## config.mk

```make
export PLATFORM = sky130hd
export DESIGN_NAME = tdc_top
export DESIGN_NICKNAME = d
export VERILOG_FILES = /design/src/rtl/tdc_pkg.sv /design/src/rtl/tdc_deadtime.sv /design/src/rtl/tdc_capture.sv /design/src/rtl/tdc_top.sv
export VERILOG_INCLUDE_DIRS = /design/src /design/src/rtl
export SDC_FILE = /design/constraint.sdc
export NUM_CORES = 1
export LEC_CHECK = 0
export BUFFER_PORTS_ARGS = -buffer_cell sky130_fd_sc_hd__buf_2
export CAP_MARGIN = 20
export CORE_MARGIN = 2
export CORE_UTILIZATION = 47
export CTS_CLUSTER_SIZE = 20
export DETAILED_ROUTE_END_ITERATION = 16
export HOLD_SLACK_MARGIN = 0.15
export MAX_ROUTING_LAYER = met4
export PLACE_DENSITY = 0.68
export SYNTH_ARGS = -nofsm -noshare
export SYNTH_HDL_FRONTEND = slang
export SYNTH_SLANG_ARGS = --single-unit
```

## constraint.sdc

```tcl
create_clock -name clk_sys_in -period 3.86 [get_ports clk_sys_in]
set_input_delay 0.193 -clock clk_sys_in [delete_from_list [all_inputs] [get_ports clk_sys_in]]
set_output_delay 0.193 -clock clk_sys_in [all_outputs]
set_load 0.02 [all_outputs]
```

## src/rtl/tdc_params.svh

```systemverilog
`ifndef TDC_PARAMS_SVH
`define TDC_PARAMS_SVH

// Channel count and counter widths.
`define TDC_NCH 3
`define TDC_DTM_W 6
`define TDC_TMR_W 16

// Register byte addresses on the register bus.
`define TDC_ADR_DTC 16'he894
`define TDC_ADR_MSEL 16'he898
`define TDC_ADR_CTR4 16'he89c
`define TDC_ADR_STATE 16'he8b0
`define TDC_ADR_VAL0 16'he8c0
`define TDC_ADR_VAL1 16'he8c4
`define TDC_ADR_VAL2 16'he8c8
`define TDC_ADR_SHD0 16'he8d0
`define TDC_ADR_SHD1 16'he8d4
`define TDC_ADR_SHD2 16'he8d8

// Field positions inside the registers.
`define TDC_DTM_LSB 0
`define TDC_DTE_LSB 8
`define TDC_DTR_LSB 12
`define TDC_CLR_BIT 0

// Reset value of every register in the block.
`define TDC_RST_VAL 16'h0000

// Mode codes of the channel mode select field.
`define TDC_MODE_CAP1 4'h4
`define TDC_MODE_CAP2 4'h5
`define TDC_MODE_CAP3 4'h6
`define TDC_MODE_CAP4 4'h7
`define TDC_MODE_MI5 4'ha
`define TDC_MODE_MI6 4'hb
`define TDC_MODE_MI7 4'hc
`define TDC_MODE_MI8 4'hd
`define TDC_MODE_MI9 4'he
`define TDC_MODE_RSVD 4'hf

`endif

```

## src/rtl/tdc_pkg.sv

```systemverilog
package tdc_pkg;
`include "tdc_params.svh"

	// Dead-time counter state of one channel.
	typedef struct packed
	{
		logic [`TDC_DTM_W-1:0] cnt;
	} tdc_dt_state_t;

	// Capture registers of one channel.
	typedef struct packed
	{
		logic [`TDC_TMR_W-1:0] val;
		logic [`TDC_TMR_W-1:0] shd;
	} tdc_cap_state_t;

	// Synchronised pin sample pair used for edge detection.
	typedef struct packed
	{
		logic cur;
		logic prev;
	} tdc_pin_t;

	// Whole state of the top block.
	typedef struct packed
	{
		logic ack;
		logic [31:0] rdata;
		logic [`TDC_NCH-1:0] dte;
		logic [`TDC_DTM_W-1:0] deadtime_reload_value;
		logic [4*`TDC_NCH-1:0] msel;
		logic [`TDC_NCH-1:0] st;
		logic [`TDC_NCH-1:0] c_sync1;
		logic [`TDC_NCH-1:0] c_sync2;
		logic [`TDC_NCH-1:0] c_prev;
		logic [`TDC_NCH-1:0] p_sync1;
		logic [`TDC_NCH-1:0] p_sync2;
		logic [`TDC_NCH-1:0] p_prev;
	} tdc_main_state_t;

	// True for the double-register and multi-input capture codes.
	function automatic logic tdc_is_capture(input logic [3:0] m);
		return (m[3:2] == 2'b01) || ((m >= `TDC_MODE_MI5) && (m <= `TDC_MODE_MI9));
	endfunction
endpackage

```

## src/rtl/tdc_deadtime.sv

```systemverilog
module tdc_deadtime
	import tdc_pkg::*;
(
	input wire logic clk_sys_in,
	input wire logic reset_n_in,
	input wire logic trigger_in,
	input wire logic enable_in,
	input wire logic clear_in,
	input wire logic [`TDC_DTM_W-1:0] reload_in,
	output logic ready_out,
	output logic run_out
);
	tdc_dt_state_t s;
	tdc_dt_state_t next_s;

	// Single-shot down counter; a running counter ignores new triggers.
	always_comb
	begin
		next_s = s;
		if (clear_in)
			next_s.cnt = '0;
		else if (trigger_in && enable_in && (s.cnt == '0))
			next_s.cnt = reload_in;
		else if (s.cnt != '0)
			next_s.cnt = s.cnt - 1'b1;
	end

	always_ff @(posedge clk_sys_in or negedge reset_n_in)
	begin
		if (!reset_n_in)
			s <= '0;
		else
			s <= next_s;
	end

	// Ready is low exactly while the counter runs.
	assign run_out = (s.cnt != '0);
	assign ready_out = ~run_out;
endmodule

```

## src/rtl/tdc_capture.sv

```systemverilog
module tdc_capture
	import tdc_pkg::*;
(
	input wire logic clk_sys_in,
	input wire logic reset_n_in,
	input wire logic [3:0] mode_in,
	input wire tdc_pin_t chan_in,
	input wire tdc_pin_t pos_in,
	input wire logic [`TDC_TMR_W-1:0] main_timer_in,
	output logic [`TDC_TMR_W-1:0] value_out,
	output logic [`TDC_TMR_W-1:0] shadow_out,
	output logic capture_set_out,
	output logic edge_irq_out
);
	tdc_cap_state_t s;
	tdc_cap_state_t next_s;
	logic c_rise, c_fall, p_rise, p_fall;
	logic to_val, to_shd, shift;

	// Edges come from comparing this sample with the previous one.
	assign c_rise = chan_in.cur & ~chan_in.prev;
	assign c_fall = ~chan_in.cur & chan_in.prev;
	assign p_rise = pos_in.cur & ~pos_in.prev;
	assign p_fall = ~pos_in.cur & pos_in.prev;

	// Mode decode picks which edge loads which register.
	always_comb
	begin
		to_val = 1'b0;
		to_shd = 1'b0;
		shift = 1'b0;
		next_s = s;
		case (mode_in)
			`TDC_MODE_CAP1: begin to_val = c_rise; to_shd = c_fall; end
			`TDC_MODE_CAP2: shift = c_rise;
			`TDC_MODE_CAP3: shift = c_fall;
			`TDC_MODE_CAP4: shift = c_rise | c_fall;
			`TDC_MODE_MI5: begin to_val = c_rise; to_shd = p_fall; end
			`TDC_MODE_MI6: begin to_val = c_fall; to_shd = p_rise; end
			`TDC_MODE_MI7: begin to_val = c_rise; to_shd = p_rise; end
			`TDC_MODE_MI8: begin to_val = c_fall; to_shd = p_fall; end
			`TDC_MODE_MI9: begin to_val = c_rise | c_fall; to_shd = p_rise | p_fall; end
			default: ;
		endcase
		if (shift)
		begin
			next_s.val = s.shd;
			next_s.shd = main_timer_in;
		end
		if (to_val)
			next_s.val = main_timer_in;
		if (to_shd)
			next_s.shd = main_timer_in;
	end

	always_ff @(posedge clk_sys_in or negedge reset_n_in)
	begin
		if (!reset_n_in)
			s <= '0;
		else
			s <= next_s;
	end

	assign value_out = s.val;
	assign shadow_out = s.shd;
	assign capture_set_out = to_val | to_shd | shift;
	// In capture modes every channel-pin edge raises the line, not only the capturing one.
	assign edge_irq_out = tdc_is_capture(mode_in) & (c_rise | c_fall);
endmodule

```

## src/rtl/tdc_top.sv

```systemverilog
// Operation
// - Highside active while channel state is 1, lowside active while it is 0.
// - Each channel owns a single-shot 6-bit dead-time down counter triggered by state change.
// - A trigger reloads the counter with the shared reload value and starts it.
// - While counting, ready is low and both channel outputs stay passive.
// - At zero the counter stops and ready goes high, releasing the outputs.
// - Only passive-to-active edges are delayed; active-to-passive edges pass at once.
// - One reload value serves all three channels.
// - Enable bits 8, 9, 10 gate the triggers of channels 0, 1, 2.
// - A running counter accepts no reload, so state changes cannot retrigger it.
// - Read-only bits 12 to 14 show each counter running (1) or stopped (0).
// - Writing 1 to the clear bit of timer control four clears all counters.
// - Mode 0100: rising edge captures timer to value, falling edge to shadow.
// - Modes 0101/0110/0111: active edge shifts shadow to value, timer to shadow.
// - Multi-input modes capture on channel pin to value, position pin to shadow.
// - A capture trigger sets the state bit; software clears it itself.
// - In capture modes every channel pin edge activates that channel's interrupt request line.
// - Mode fields for channels 2, 1, 0 sit at bits 11:8, 7:4, 3:0.
// - Codes 1010 to 1110 pick edge pairs; 1111 does nothing.
module tdc_top
	import tdc_pkg::*;
(
	input wire logic clk_sys_in,
	input wire logic reset_n_in,
	input wire logic wb_cyc_in,
	input wire logic wb_stb_in,
	input wire logic wb_we_in,
	input wire logic [15:0] wb_adr_in,
	input wire logic [3:0] wb_sel_in,
	input wire logic [31:0] wb_dat_in,
	output logic [31:0] wb_dat_out,
	output logic wb_ack_out,
	input wire logic [`TDC_TMR_W-1:0] main_timer_in,
	input wire logic [`TDC_NCH-1:0] compare_state_in,
	input wire logic [`TDC_NCH-1:0] channel_input_pin_in,
	input wire logic [`TDC_NCH-1:0] position_input_pin_in,
	output logic [`TDC_NCH-1:0] highside_out,
	output logic [`TDC_NCH-1:0] lowside_out,
	output logic [`TDC_NCH-1:0] channel_edge_irq_out
);
	tdc_main_state_t s;
	tdc_main_state_t next_s;
	logic bus_req;
	logic wr_now;
	logic dt_clear;
	logic [`TDC_NCH-1:0] sw_clr;
	logic [`TDC_NCH-1:0] dt_trigger;
	logic [`TDC_NCH-1:0] dt_ready;
	logic [`TDC_NCH-1:0] dt_run;
	logic [`TDC_NCH-1:0] cap_set;
	logic [`TDC_NCH-1:0] edge_irq;
	logic [`TDC_TMR_W-1:0] cap_val [`TDC_NCH];
	logic [`TDC_TMR_W-1:0] cap_shd [`TDC_NCH];
	logic [31:0] rd;
	logic [15:0] dtc_word;

	// Merge the low two byte lanes of a write into a 16-bit register image.
	function automatic logic [15:0] lane_merge(input logic [15:0] old,
		input logic [31:0] dat, input logic [3:0] sel);
		logic [15:0] res;
		res = old;
		if (sel[0])
			res[7:0] = dat[7:0];
		if (sel[1])
			res[15:8] = dat[15:8];
		return res;
	endfunction

	// A request is live while cyc and stb are high together.
	assign bus_req = wb_cyc_in & wb_stb_in;
	// Writes land at the edge where the master sees ack, and at no other.
	assign wr_now = bus_req & wb_we_in & s.ack;

	// Packed view of the dead-time control register; run flags are live state.
	always_comb
	begin
		dtc_word = `TDC_RST_VAL;
		dtc_word[`TDC_DTM_LSB +: `TDC_DTM_W] = s.deadtime_reload_value;
		dtc_word[`TDC_DTE_LSB +: `TDC_NCH] = s.dte;
		dtc_word[`TDC_DTR_LSB +: `TDC_NCH] = dt_run;
	end

	// Read decode; unmapped addresses still answer, with zero data.
	always_comb
	begin
		rd = '0;
		case (wb_adr_in)
			`TDC_ADR_DTC: rd[15:0] = dtc_word;
			`TDC_ADR_MSEL: rd[4*`TDC_NCH-1:0] = s.msel;
			`TDC_ADR_STATE: rd[`TDC_NCH-1:0] = s.st;
			`TDC_ADR_VAL0: rd[15:0] = cap_val[0];
			`TDC_ADR_VAL1: rd[15:0] = cap_val[1];
			`TDC_ADR_VAL2: rd[15:0] = cap_val[2];
			`TDC_ADR_SHD0: rd[15:0] = cap_shd[0];
			`TDC_ADR_SHD1: rd[15:0] = cap_shd[1];
			`TDC_ADR_SHD2: rd[15:0] = cap_shd[2];
			default: rd = '0;
		endcase
	end

	// Next-state logic for the bus slave, control registers, pins and state bits.
	always_comb
	begin
		logic [15:0] tmp;
		next_s = s;
		tmp = '0;
		dt_clear = 1'b0;
		sw_clr = '0;
		// Ack rises one cycle after the request and drops the cycle after.
		next_s.ack = bus_req & ~s.ack;
		next_s.rdata = (bus_req & ~s.ack & ~wb_we_in) ? rd : '0;
		// Two flops per pin, then a third stage keeps the previous sample.
		next_s.c_sync1 = channel_input_pin_in;
		next_s.c_sync2 = s.c_sync1;
		next_s.c_prev = s.c_sync2;
		next_s.p_sync1 = position_input_pin_in;
		next_s.p_sync2 = s.p_sync1;
		next_s.p_prev = s.p_sync2;
		if (wr_now)
		begin
			case (wb_adr_in)
				`TDC_ADR_DTC:
				begin
					tmp = lane_merge(dtc_word, wb_dat_in, wb_sel_in);
					// Only one reload value exists for all channels.
					next_s.deadtime_reload_value = tmp[`TDC_DTM_LSB +: `TDC_DTM_W];
					next_s.dte = tmp[`TDC_DTE_LSB +: `TDC_NCH];
				end
				`TDC_ADR_MSEL:
				begin
					tmp = lane_merge({4'h0, s.msel}, wb_dat_in, wb_sel_in);
					next_s.msel = tmp[4*`TDC_NCH-1:0];
				end
				`TDC_ADR_CTR4:
					dt_clear = wb_sel_in[0] & wb_dat_in[`TDC_CLR_BIT];
				`TDC_ADR_STATE:
					sw_clr = wb_dat_in[`TDC_NCH-1:0] & {`TDC_NCH{wb_sel_in[0]}};
				default: ;
			endcase
		end
		// In capture modes a capture sets the bit and software clears it;
		// a set in the same cycle as a clear wins so no event is lost.
		for (int i = 0; i < `TDC_NCH; i++)
		begin
			if (tdc_is_capture(s.msel[4*i +: 4]))
				next_s.st[i] = (s.st[i] & ~sw_clr[i]) | cap_set[i];
			else
				next_s.st[i] = compare_state_in[i];
		end
	end

	always_ff @(posedge clk_sys_in or negedge reset_n_in)
	begin
		if (!reset_n_in)
			s <= '0;
		else
			s <= next_s;
	end

	// Any change of a state bit fires that channel's dead-time trigger.
	// Using the next value lets the counter load in the same edge as the
	// state, so the newly active output never leaks a one-cycle pulse.
	assign dt_trigger = next_s.st ^ s.st;

	// One dead-time counter and one capture unit per channel.
	generate
		for (genvar g = 0; g < `TDC_NCH; g++)
		begin : g_ch
			tdc_deadtime u_dt
			(
				.clk_sys_in(clk_sys_in),
				.reset_n_in(reset_n_in),
				.trigger_in(dt_trigger[g]),
				.enable_in(s.dte[g]),
				.clear_in(dt_clear),
				.reload_in(s.deadtime_reload_value),
				.ready_out(dt_ready[g]),
				.run_out(dt_run[g])
			);
			tdc_capture u_cap
			(
				.clk_sys_in(clk_sys_in),
				.reset_n_in(reset_n_in),
				.mode_in(s.msel[4*g +: 4]),
				.chan_in('{cur: s.c_sync2[g], prev: s.c_prev[g]}),
				.pos_in('{cur: s.p_sync2[g], prev: s.p_prev[g]}),
				.main_timer_in(main_timer_in),
				.value_out(cap_val[g]),
				.shadow_out(cap_shd[g]),
				.capture_set_out(cap_set[g]),
				.edge_irq_out(edge_irq[g])
			);
		end
	endgenerate

	// Outputs are gated by ready, so only the rising edge waits on dead time;
	// a falling output follows its state bit in the same cycle.
	assign highside_out = s.st & dt_ready;
	assign lowside_out = ~s.st & dt_ready;
	assign channel_edge_irq_out = edge_irq;
	assign wb_ack_out = s.ack;
	assign wb_dat_out = s.rdata;

	// A read is taken at the edge where the request stands without ack.
	logic rd_take;
	assign rd_take = bus_req & ~wb_we_in & ~s.ack;
endmodule

```

==> Word-level counts from Yosys, hierarchy flattened <==
Cells that the tools add are included.
{ "word_totals": {"register_bits": 173, "input_bits": 82, "out_inout_bits": 42, "wordCells": 216} }
{ "classes": {"addsub": 3, "n_lt_le_gt_ge": 6, "eq_ne": 40, "muxes": 38, "n_bitwise": 64, "n_reduce_logical": 43} }
{ "ops": {"columns": ["cell", "n"], "rows": [
  ["$eq A16 B16 Y1 const B", 10],
  ["$mux W16", 7],
  ["$mux W32", 3],
  ["$pmux W9 S8", 1],
  ["$eq A4 B4 Y1 const B", 15],
  ["$mux W6", 9],
  ["$eq A4 B3 Y1 const B", 12],
  ["$pmux W4 S7", 1],
  ["$pmux W3 S9", 1],
  ["$and A1 B1 Y1", 24],
  ["$not A1 Y1", 20],
  ["$logic_not A6 Y1", 3],
  ["$pmux W1 S3", 6],
  ["$reduce_bool A6 Y1", 3],
  ["$reduce_or A2 Y1", 9],
  ["$sub A6 B1 Y6 const B", 3],
  ["$or A1 B1 Y1", 15],
  ["$ge A4 B4 Y1 const B", 3],
  ["$le A4 B4 Y1 const B", 3],
  ["$pmux W1 S4", 3],
  ["$reduce_and A3 Y1", 4],
  ["$reduce_bool A2 Y1", 6],
  ["$and A3 B3 Y3", 3],
  ["$logic_and A1 B1 Y1", 9],
  ["other kinds (8)", 21]
]} }

==> Logic depth before layout (Yosys ltp) <==
Gate-level depths: netlist of the first run.
{ "logic_depth": {"depth_word": 13, "mapped_depth": 10, "ltp_nobuf": 9} }

==> By module <==
From an unflattened synthesis of the first run, not the netlist that was laid out.
{ "hier_totals": {"hier_cells": 1078, "hier_area_um2": 10799.1} }
{ "modules_own_cells": {"columns": ["mod", "instances", "cells_per_inst", "area_per_inst_um2", "seq_area_each_um2"], "rows": [
  ["tdc_capture", 3, 198, 1994.4, 800.8],
  ["tdc_top", 1, 358, 3588.4, 1476.4],
  ["tdc_deadtime", 3, 42, 409.1, 150.1]
]} }

==> Worst setup path after synthesis of the first run <==
No wires, ideal clock.
{ "synth_path": {"kind": "flip-flop to flip-flop", "start": "register s (netlist bit next_s[10])", "end": "register g_ch[1].u_dt.s[0] in the netlist's numbering", "setup_time_ps": 80, "arrival_time_ps": 2375, "t_required_ps": 3780, "path_slack_ps": 1406, "stages_incl_launch_ff": 9, "path_buffers": 0, "synth_period_minus_slack_ps": 2454, "path_cell_list": "dfrtp_1 -> ha_1 -> nand2_1 -> o2111ai_2 -> o21ai_2 -> nand4b_4 -> or4_4 -> o311ai_4 -> mux2i_1"} }
{ "synth_between": {"elab_chain_cells": 13, "word_cells_on_any_way": 17, "classes_between": "mux: 6; bitwise: 8; reduce/logical: 3"} }
{ "synth_rtl": {"columns": ["item", "line_no", "source"], "rows": [
  ["from (decl)", "tdc_top.sv:41", "tdc_main_state_t s;"],
  ["from (signal assigned)", "tdc_top.sv:157", "s <= next_s;"],
  ["$not A1 Y1", "tdc_capture.sv:22", "assign c_fall = ~chan_in.cur & chan_in.prev;"],
  ["$and A1 B1 Y1", "tdc_capture.sv:22", null],
  ["$or A1 B1 Y1", "tdc_capture.sv:37, tdc_capture.sv:42", null],
  ["$pmux W1 S3", "tdc_capture.sv:33", "case (mode_in)"],
  ["$or A1 B1 Y1", "tdc_capture.sv:66", "assign capture_set_out = to_val | to_shd | shift;"],
  ["$or A1 B1 Y1 *", "tdc_capture.sv:66", null],
  ["$or A1 B1 Y1 *", "tdc_top.sv:146", "next_s.st[i] = (s.st[i] & ~sw_clr[i]) | cap_set[i];"],
  ["$mux W1 *", "tdc_top.sv:145", "if (tdc_is_capture(s.msel[4*i +: 4]))"],
  ["$xor A3 B3 Y3 *", "tdc_top.sv:163", "assign dt_trigger = next_s.st ^ s.st;"],
  ["$logic_and A1 B1 Y1 * (2 in a row)", "tdc_deadtime.sv:22", "else if (trigger_in && enable_in && (s.cnt == '0))"],
  ["$mux W6", "tdc_deadtime.sv:22", null],
  ["$mux W6", "tdc_deadtime.sv:20", "if (clear_in)"],
  ["to (signal assigned)", "tdc_deadtime.sv:33", "s <= next_s;"],
  ["to (decl)", "tdc_deadtime.sv:13", "tdc_dt_state_t s;"]
]} }
Mark *: on every way between the ends. The rest lies on a longest branch, timed or not.
A chain may end at the register's enable or synchronous reset.

==> Worst setup path after layout of the first run <==
{ "layout_path": {"start": "register s[27] in the netlist's numbering", "end": "register g_ch[1].u_dt.s[1] in the netlist's numbering"} }
{ "layout_between": {"elab_chain_cells": 12, "word_cells_on_any_way": 31, "classes_between": "order compare: 2; eq/ne: 10; mux: 6; bitwise: 4; reduce/logical: 9"} }
{ "layout_rtl": {"columns": ["item", "line_no"], "rows": [
  ["$eq A4 B3 Y1 / $eq A4 B4 Y1 (equally long branches)", "tdc_capture.sv:33"],
  ["$reduce_or A3 Y1 (no line) / $reduce_or A2 Y1 (equally long branches)", null],
  ["$pmux W1 S3 / $pmux W1 S4 (equally long branches)", "tdc_capture.sv:33"],
  ["$or A1 B1 Y1 (2 in a row)", "tdc_capture.sv:66"],
  ["$or A1 B1 Y1", "tdc_top.sv:146"],
  ["$mux W1 *", "tdc_top.sv:145"],
  ["$xor A3 B3 Y3 *", "tdc_top.sv:163"],
  ["$logic_and A1 B1 Y1 * (2 in a row)", "tdc_deadtime.sv:22"],
  ["$mux W6", "tdc_deadtime.sv:22"],
  ["$mux W6", "tdc_deadtime.sv:20"]
]} }
Marks and branches as above.

==> impl_metrics.env, run 1 <==
export IMPL_start_kind="register"
export IMPL_drive_gt1_share_pct=24.11
export IMPL_synthCells=837
export IMPL_ff2ff_path_depth=7
export IMPL_min_period_over_period_pct=78.78
export IMPL_diodes=0
export IMPL_slew_headroom_pct=32.51
export IMPL_num_vias=7163
export IMPL_initialDrtViolationCount=639
export IMPL_ys_top_cells_by_count="dfrtp_1, nand2_1, mux2_2, a22oi_1, nor2_1"
export IMPL_hpwl_um=16670
export IMPL_core_area_um2=18710
export IMPL_synthArstFlopShare_pct=100.0
export IMPL_synth_area_per_cell_um2=10.70
export IMPL_htreeDepth=4
export IMPL_synth_seq_cells=173
export IMPL_synth_top_flop_cell="dfrtp_1"
export IMPL_drcViolationCount=0
export IMPL_worstSkewPairLatency_ns=0.44
export IMPL_fmax_ghz=0.3288
export IMPL_synthTopCellsByArea="dfrtp_1, mux2_2, nand2_1, a22oi_1, a222oi_1"
export IMPL_worst_pin_slew_ns=1.004
export IMPL_overflow=0
export IMPL_cts_root_buf="clkbuf_16"
export IMPL_layout_nets=1039
export IMPL_grt_pass1_vias=6833
export IMPL_fin_crit_ns=3.041
export IMPL_crit_fanout=18
export IMPL_clock_sinks=173
export IMPL_routedWlPerCell_um=20.91
export IMPL_area_growth_syn_to_layout_pct=16.76
export IMPL_critPathCaptureType="register"
export IMPL_maxCapViolCount=0
export IMPL_ys_warn_count=0
export IMPL_min_path_type="in -> reg"
export IMPL_dp_cells=1117
export IMPL_grt_use_total_pct=25.94
export IMPL_powerDensity_nw_per_um2=404.7
export IMPL_yosysMostFrequentCell="dfrtp_1"
export IMPL_die_area_um2=20180
export IMPL_avgViaCountPerCell=6.029
export IMPL_detail_route_antenna_nets=0
export IMPL_place_congestion=0.8687
export IMPL_syn_area_um2=8959
export IMPL_rsz0062_at_grt="false"
export IMPL_initial_utilization_pct=47.89
export IMPL_clk_pin_slew_ns=0.07
export IMPL_cts_buffer_depth=2
export IMPL_num_rows=50
export IMPL_pin_count=124
export IMPL_required_ns=4.22
export IMPL_fin_skew_ns=0.01148
export IMPL_status="finished, final reports clean"
export IMPL_crit_arrival_ns=3.40
export IMPL_yosys_area_top_type_share_pct=48.32
export IMPL_whs_path_depth=4
export IMPL_post_cts_buffers=0
export IMPL_yosysSeqAreaShare_pct=48.32
export IMPL_synth_edff_count=0
export IMPL_finalHoldViolCount=0
export IMPL_drt_total_wl_um=24840
export IMPL_die_h_um=142.1
export IMPL_synthDistinctLibCells=71
export IMPL_io_buffer_count=85
export IMPL_grt_pass1_wl_um=38530
export IMPL_p_leak_nw=4.570
export IMPL_critical_path_class="reg -> reg"
export IMPL_stdcell_count=1188
export IMPL_dr_pass1_iters=6
export IMPL_vdd_drop_max_mv=0.3154
export IMPL_die_w_um=142.1
export IMPL_synth_area_leader_cell="dfrtp_1"
export IMPL_grt_max_degree=97
export IMPL_cts_tree="built"
export IMPL_slew_violations=0
export IMPL_antenna_found_initial=0
export IMPL_cts_buffers=17
export IMPL_finalSetupViolCount=0
export IMPL_fin_setup_tns_ns=0
-- timing repair --
item | in CTS | in global routing
resized for setup | 0 | 0
hold buffers | 40 | 0
hold endpoints to repair | 190 | 0
-- cell families (layout without fill, tap and decap cells) --
kind of cell	Yosys count	in the layout	synth area share, %
compound gates	180	180	16.22
xor+xnor	14	14	1.369
fa+ha+maj	15	15	2.095
buf+inv	103	205	6.103
flops	173	173	48.32
mux	72	72	8.953
other cells	1	16	0.04186
simple gates	279	279	16.90
-- cell type report --
type | count | area (um^2)
inverter | 27 | 101.3
tap | 234 | 292.8
clock buffer | 17 | 425.4
timing repair buffer | 147 | 1010
clock inverter | 14 | 153.9
sequential | 173 | 4329
multi-input combinational | 576 | 4148
fill | 1671 | 8245
-- per-layer routing --
| layer | GRT usage (%) | up-vias | share of wire, % |
|---|---|---|---|
| li1 | - | 3253 | - |
| met1 | 34.65 | 3580 | 44 |
| met2 | 39.49 | 300 | 46 |
| met3 | 6.393 | 30 | 8.0 |
| met4 | 7.579 | 0 | 1.9 |
| met5 | - | - | 0 |
-- critical path: stages (launching register included) --
cell	delay, ns
dfrtp_1	0.58
nor2b_1	0.26
o2111ai_2	0.11
o21ai_2	0.09
nand4b_4	0.50
or4_4	0.71
o311ai_4	0.46
mux2i_1	0.25
-- cell usage in the layout, fill, tap and decap left out, types with 4 or more instances in the layout --
cell and n:
xor2_1 4, a31o_1 4, nand4_1 7, nor3_1 14
ha_1 15, mux2_2 65, nand2b_1 18, buf_4 21
o21bai_1 4, or3_1 5, dlygate4sd3_1 40, inv_1 27
mux2i_1 7, a31oi_1 17, dfrtp_1 173, clkbuf_16 17
nand4b_1 5, nand3_1 8, a21oi_1 24, xnor2_1 10
o32ai_1 4, buf_2 84, nor4_1 4, a222oi_1 29
nor2_1 37, a221o_1 16, and2_1 5, nor2b_1 21
conb_1 16, o21ai_0 12, nand2_1 112, a22oi_1 45
nand3b_1 6, inv_6 5
-- flip-flops by register name, summed over array words and instances, names as in the netlist --
signal / flops
wb_dat_out: 16
next_s: 12
g_ch.u_cap.value_out: 48
g_ch.u_cap.shadow_out: 48
wb_ack_out: 1
dtc_word: 9
g_ch.u_dt.s: 18
s: 21
-- path summary, 6_finish.rpt --
check                      startpoint                     endpoint  slack, ns
setup reg to reg                s[27]            g_ch[1].u_dt.s[1]       0.82
max in group asynchronous  reset_n_in  g_ch[0].u_cap.shadow_out[8]       2.53
min in group asynchronous  reset_n_in                        s[10]       0.35
setup / recovery                s[27]            g_ch[1].u_dt.s[1]       0.82
hold / removal               wb_we_in               wb_dat_out[14]       0.22
hold reg to reg            next_s[12]                    next_s[9]       0.35
-- metrics by stage --
stage	utilization (%)	power, mW	hold WS [ns]	worst slack (ns)	instance area (um^2)
3_5_place_dp	50.68	2.516	0.2895	0.8986	9480
6_report	55.92	4.233	0.2210	0.8190	10460
4_1_cts	55.92	4.261	0.1965	0.8658	10460
2_1_floorplan	-	2.353	-0.1026	1.406	9015
5_1_grt	55.92	4.414	0.2272	0.6748	10460
3_3_place_gp	50.68	2.491	0.2810	0.9366	9480
-- report_power, final --
part | leakage (nW) | switching (mW) | internal [mW]
clock | 0.284 | 0.808 | 0.914
sequential | 2.02 | 0.0940 | 1.93
combinational | 2.26 | 0.255 | 0.236
total | 4.57 | 1.16 | 3.08
(Power assumes the default switching activity.)
==> inputs of run 2 (changes only) <==
==> constraint.sdc (replaced) <==
create_clock -name clk_sys_in -period 3.1 [get_ports clk_sys_in]
set_input_delay 0.155 -clock clk_sys_in [delete_from_list [all_inputs] [get_ports clk_sys_in]]
set_output_delay 0.155 -clock clk_sys_in [all_outputs]
set_load 0.02 [all_outputs]
==> run 2 against run 1 <==
  * Highest routed layer unchanged
  * Core utilization is 0.91 points higher
  * Critical path type unchanged
  * Wire length is 0.58% higher
  * Maximum frequency is 16% higher
==> impl_metrics.env, run 2 (synthesis gave the netlist of run 1 again) <==
export IMPL_initial_utilization_pct=47.89
export IMPL_cts_buffers=17
export IMPL_status="finished, final reports clean"
export IMPL_clk_pin_slew_ns=0.07
export IMPL_postLayoutCoreUtil_pct=56.83
export IMPL_sw_frac_of_total_pct=24.88
export IMPL_whs_path_depth=4
export IMPL_fmax_ghz=0.3811
export IMPL_holdWs_ns=0.1784
export IMPL_slew_violations=0
export IMPL_cts_buffer_depth=2
export IMPL_worst_pin_slew_ns=0.8970
export IMPL_finalSetupViolCount=0
export IMPL_final_common_cell="dfrtp_1"
export IMPL_r2r_end="g_ch[1].u_dt.s[1]"
export IMPL_grt_use_total_pct=26.44
export IMPL_place_congestion=0.8754
export IMPL_avgViaCountPerCell=6.010
export IMPL_fin_crit_ns=2.624
export IMPL_pwr_share_clk_pct=43.4
export IMPL_p_leak_nw=4.677
export IMPL_slew_headroom_pct=39.98
export IMPL_seqPwrFrac_pct=45.5
export IMPL_rsz0062_at_grt="false"
export IMPL_pin_count=124
export IMPL_antenna_found_initial=1
export IMPL_num_rows=50
export IMPL_initialDrtViolationCount=685
export IMPL_clock_sinks=173
export IMPL_drive_gt1_share_pct=25.10
export IMPL_start_kind="register"
export IMPL_cts_root_buf="clkbuf_16"
export IMPL_die_w_um=142.1
export IMPL_area_growth_syn_to_layout_pct=18.66
export IMPL_critPathCaptureType="register"
export IMPL_grt_pass1_vias=7089
export IMPL_startpoint="s[27]"
export IMPL_fill_cells=1598
export IMPL_ff2ff_path_depth=7
export IMPL_io_buffer_count=85
export IMPL_layout_nets=1052
export IMPL_hpwl_um=16910
export IMPL_crit_fanout=16
export IMPL_p_int_mw=4.155
export IMPL_routedWlPerCell_um=20.77
export IMPL_finalHoldViolCount=0
export IMPL_num_vias=7230
export IMPL_min_period_over_period_pct=84.65
export IMPL_die_area_um2=20180
export IMPL_die_h_um=142.1
export IMPL_critical_path_class="reg -> reg"
export IMPL_overflow=0
export IMPL_dr_pass1_iters=7
export IMPL_multi_input_area_um2=4145
export IMPL_core_area_um2=18710
export IMPL_vdd_drop_max_mv=0.4001
export IMPL_htreeDepth=4
export IMPL_worstSkewPairLatency_ns=0.45
export IMPL_powerDensity_nw_per_um2=520.3
export IMPL_detail_route_antenna_nets=0
export IMPL_min_path_type="in -> reg"
export IMPL_reg2reg_from="s[27]"
export IMPL_fin_skew_ns=0.01266
export IMPL_fin_setup_tns_ns=0
export IMPL_grt_pass1_wl_um=39340
export IMPL_grt_max_degree=77
export IMPL_finalPower_mw=5.531
export IMPL_cp_endpoint="g_ch[1].u_dt.s[1]"
export IMPL_required_ns=3.47
export IMPL_regToRegSetupSlack_ns=0.48
export IMPL_final_cell_mix="dfrtp_1, nand2_1, buf_2"
export IMPL_cts_tree="built"
export IMPL_post_cts_buffers=0
export IMPL_drcViolationCount=0
export IMPL_crit_arrival_ns=2.99
export IMPL_share_comb_of_total_power_pct=11.2
export IMPL_drt_total_wl_um=24980
export IMPL_final_seq_area_um2=4329
export IMPL_maxCapViolCount=0
export IMPL_power_switching_mw=1.376
-- run 2: changes by cell type in the layout (fill, tap and decap cells not counted), moves of 2 or more --
cell / previous run / this run
buf_4: 21 / 34
bufinv_16: 1 / 5
clkinv_2: 1 / 5
clkinv_4: 2 / 0
inv_6: 5 / 3
inv_8: 3 / 1
-- run 2: worst min-delay path by stage --
stage / from / to / slack [ns]
2_1_floorplan: reset_n_in / dtc_word[0] / -0.14
3_3_place_gp: reset_n_in / next_s[13] / 0.23
3_5_place_dp: reset_n_in / next_s[13] / 0.23
4_1_cts: wb_we_in / wb_dat_out[2] / 0.17
5_1_grt: wb_we_in / wb_dat_out[14] / 0.21
6_report: wb_we_in / wb_dat_out[0] / 0.18
-- run 2: area by class of cell --
type | instances | area share (%)
Clock buffer | 18 | 4.131
Clock inverter | 14 | 2.001
Inverter | 27 | 0.9534
Tap cell | 234 | 2.754
Timing Repair Buffer | 160 | 10.42
Antenna cell | 1 | 0.02354
Sequential cell | 173 | 40.73
Multi-Input combinational cell | 576 | 38.99
-- run 2: worst max-delay path: stages, from the launching register on --
cell and delay [ns]:
dfrtp_1 0.71, nand3b_1 0.20, o21ai_0 0.09, nand3_1 0.14
nand4b_4 0.13, or4_4 0.58, o311ai_4 0.45, mux2i_1 0.24
-- run 2: repair_timing --
item                                    in CTS  in global routing
hold buffers                                40                  0
endpoints found under the setup margin       0                  0
endpoints found under the hold margin      196                  0
gates resized for setup                      0                  0
-- run 2: routing by layer --
metal,GRT usage [%],routed length (um),part of all wire [%],vias to the layer above
li1,-,-,-,3283
met1,35.18,10950,44,3624
met2,41.90,11770,47,288
met3,4.980,1870,7.5,35
met4,7.000,397,1.6,0
met5,-,0,0,-
-- run 2: power by group through the flow --
stage	Combinational (mW)	Sequential [mW]	Clock, mW
CTS	0.622	2.51	2.43
global placement	0.560	2.55	0
detailed placement	0.579	2.55	0
finish	0.617	2.52	2.40
global route	0.701	2.53	2.52
floorplan	0.401	2.53	0
-- run 2: per-stage QoR --
stage	cell area [um^2]	setup slack (ns)	cells
after CTS	10630	0.5060	1202
after global routing	10630	0.3122	1203
final	10630	0.4758	1203
after detailed placement	9575	0.5120	1130
after floorplan	9015	0.6459	852
after global placement	9575	0.5320	1130
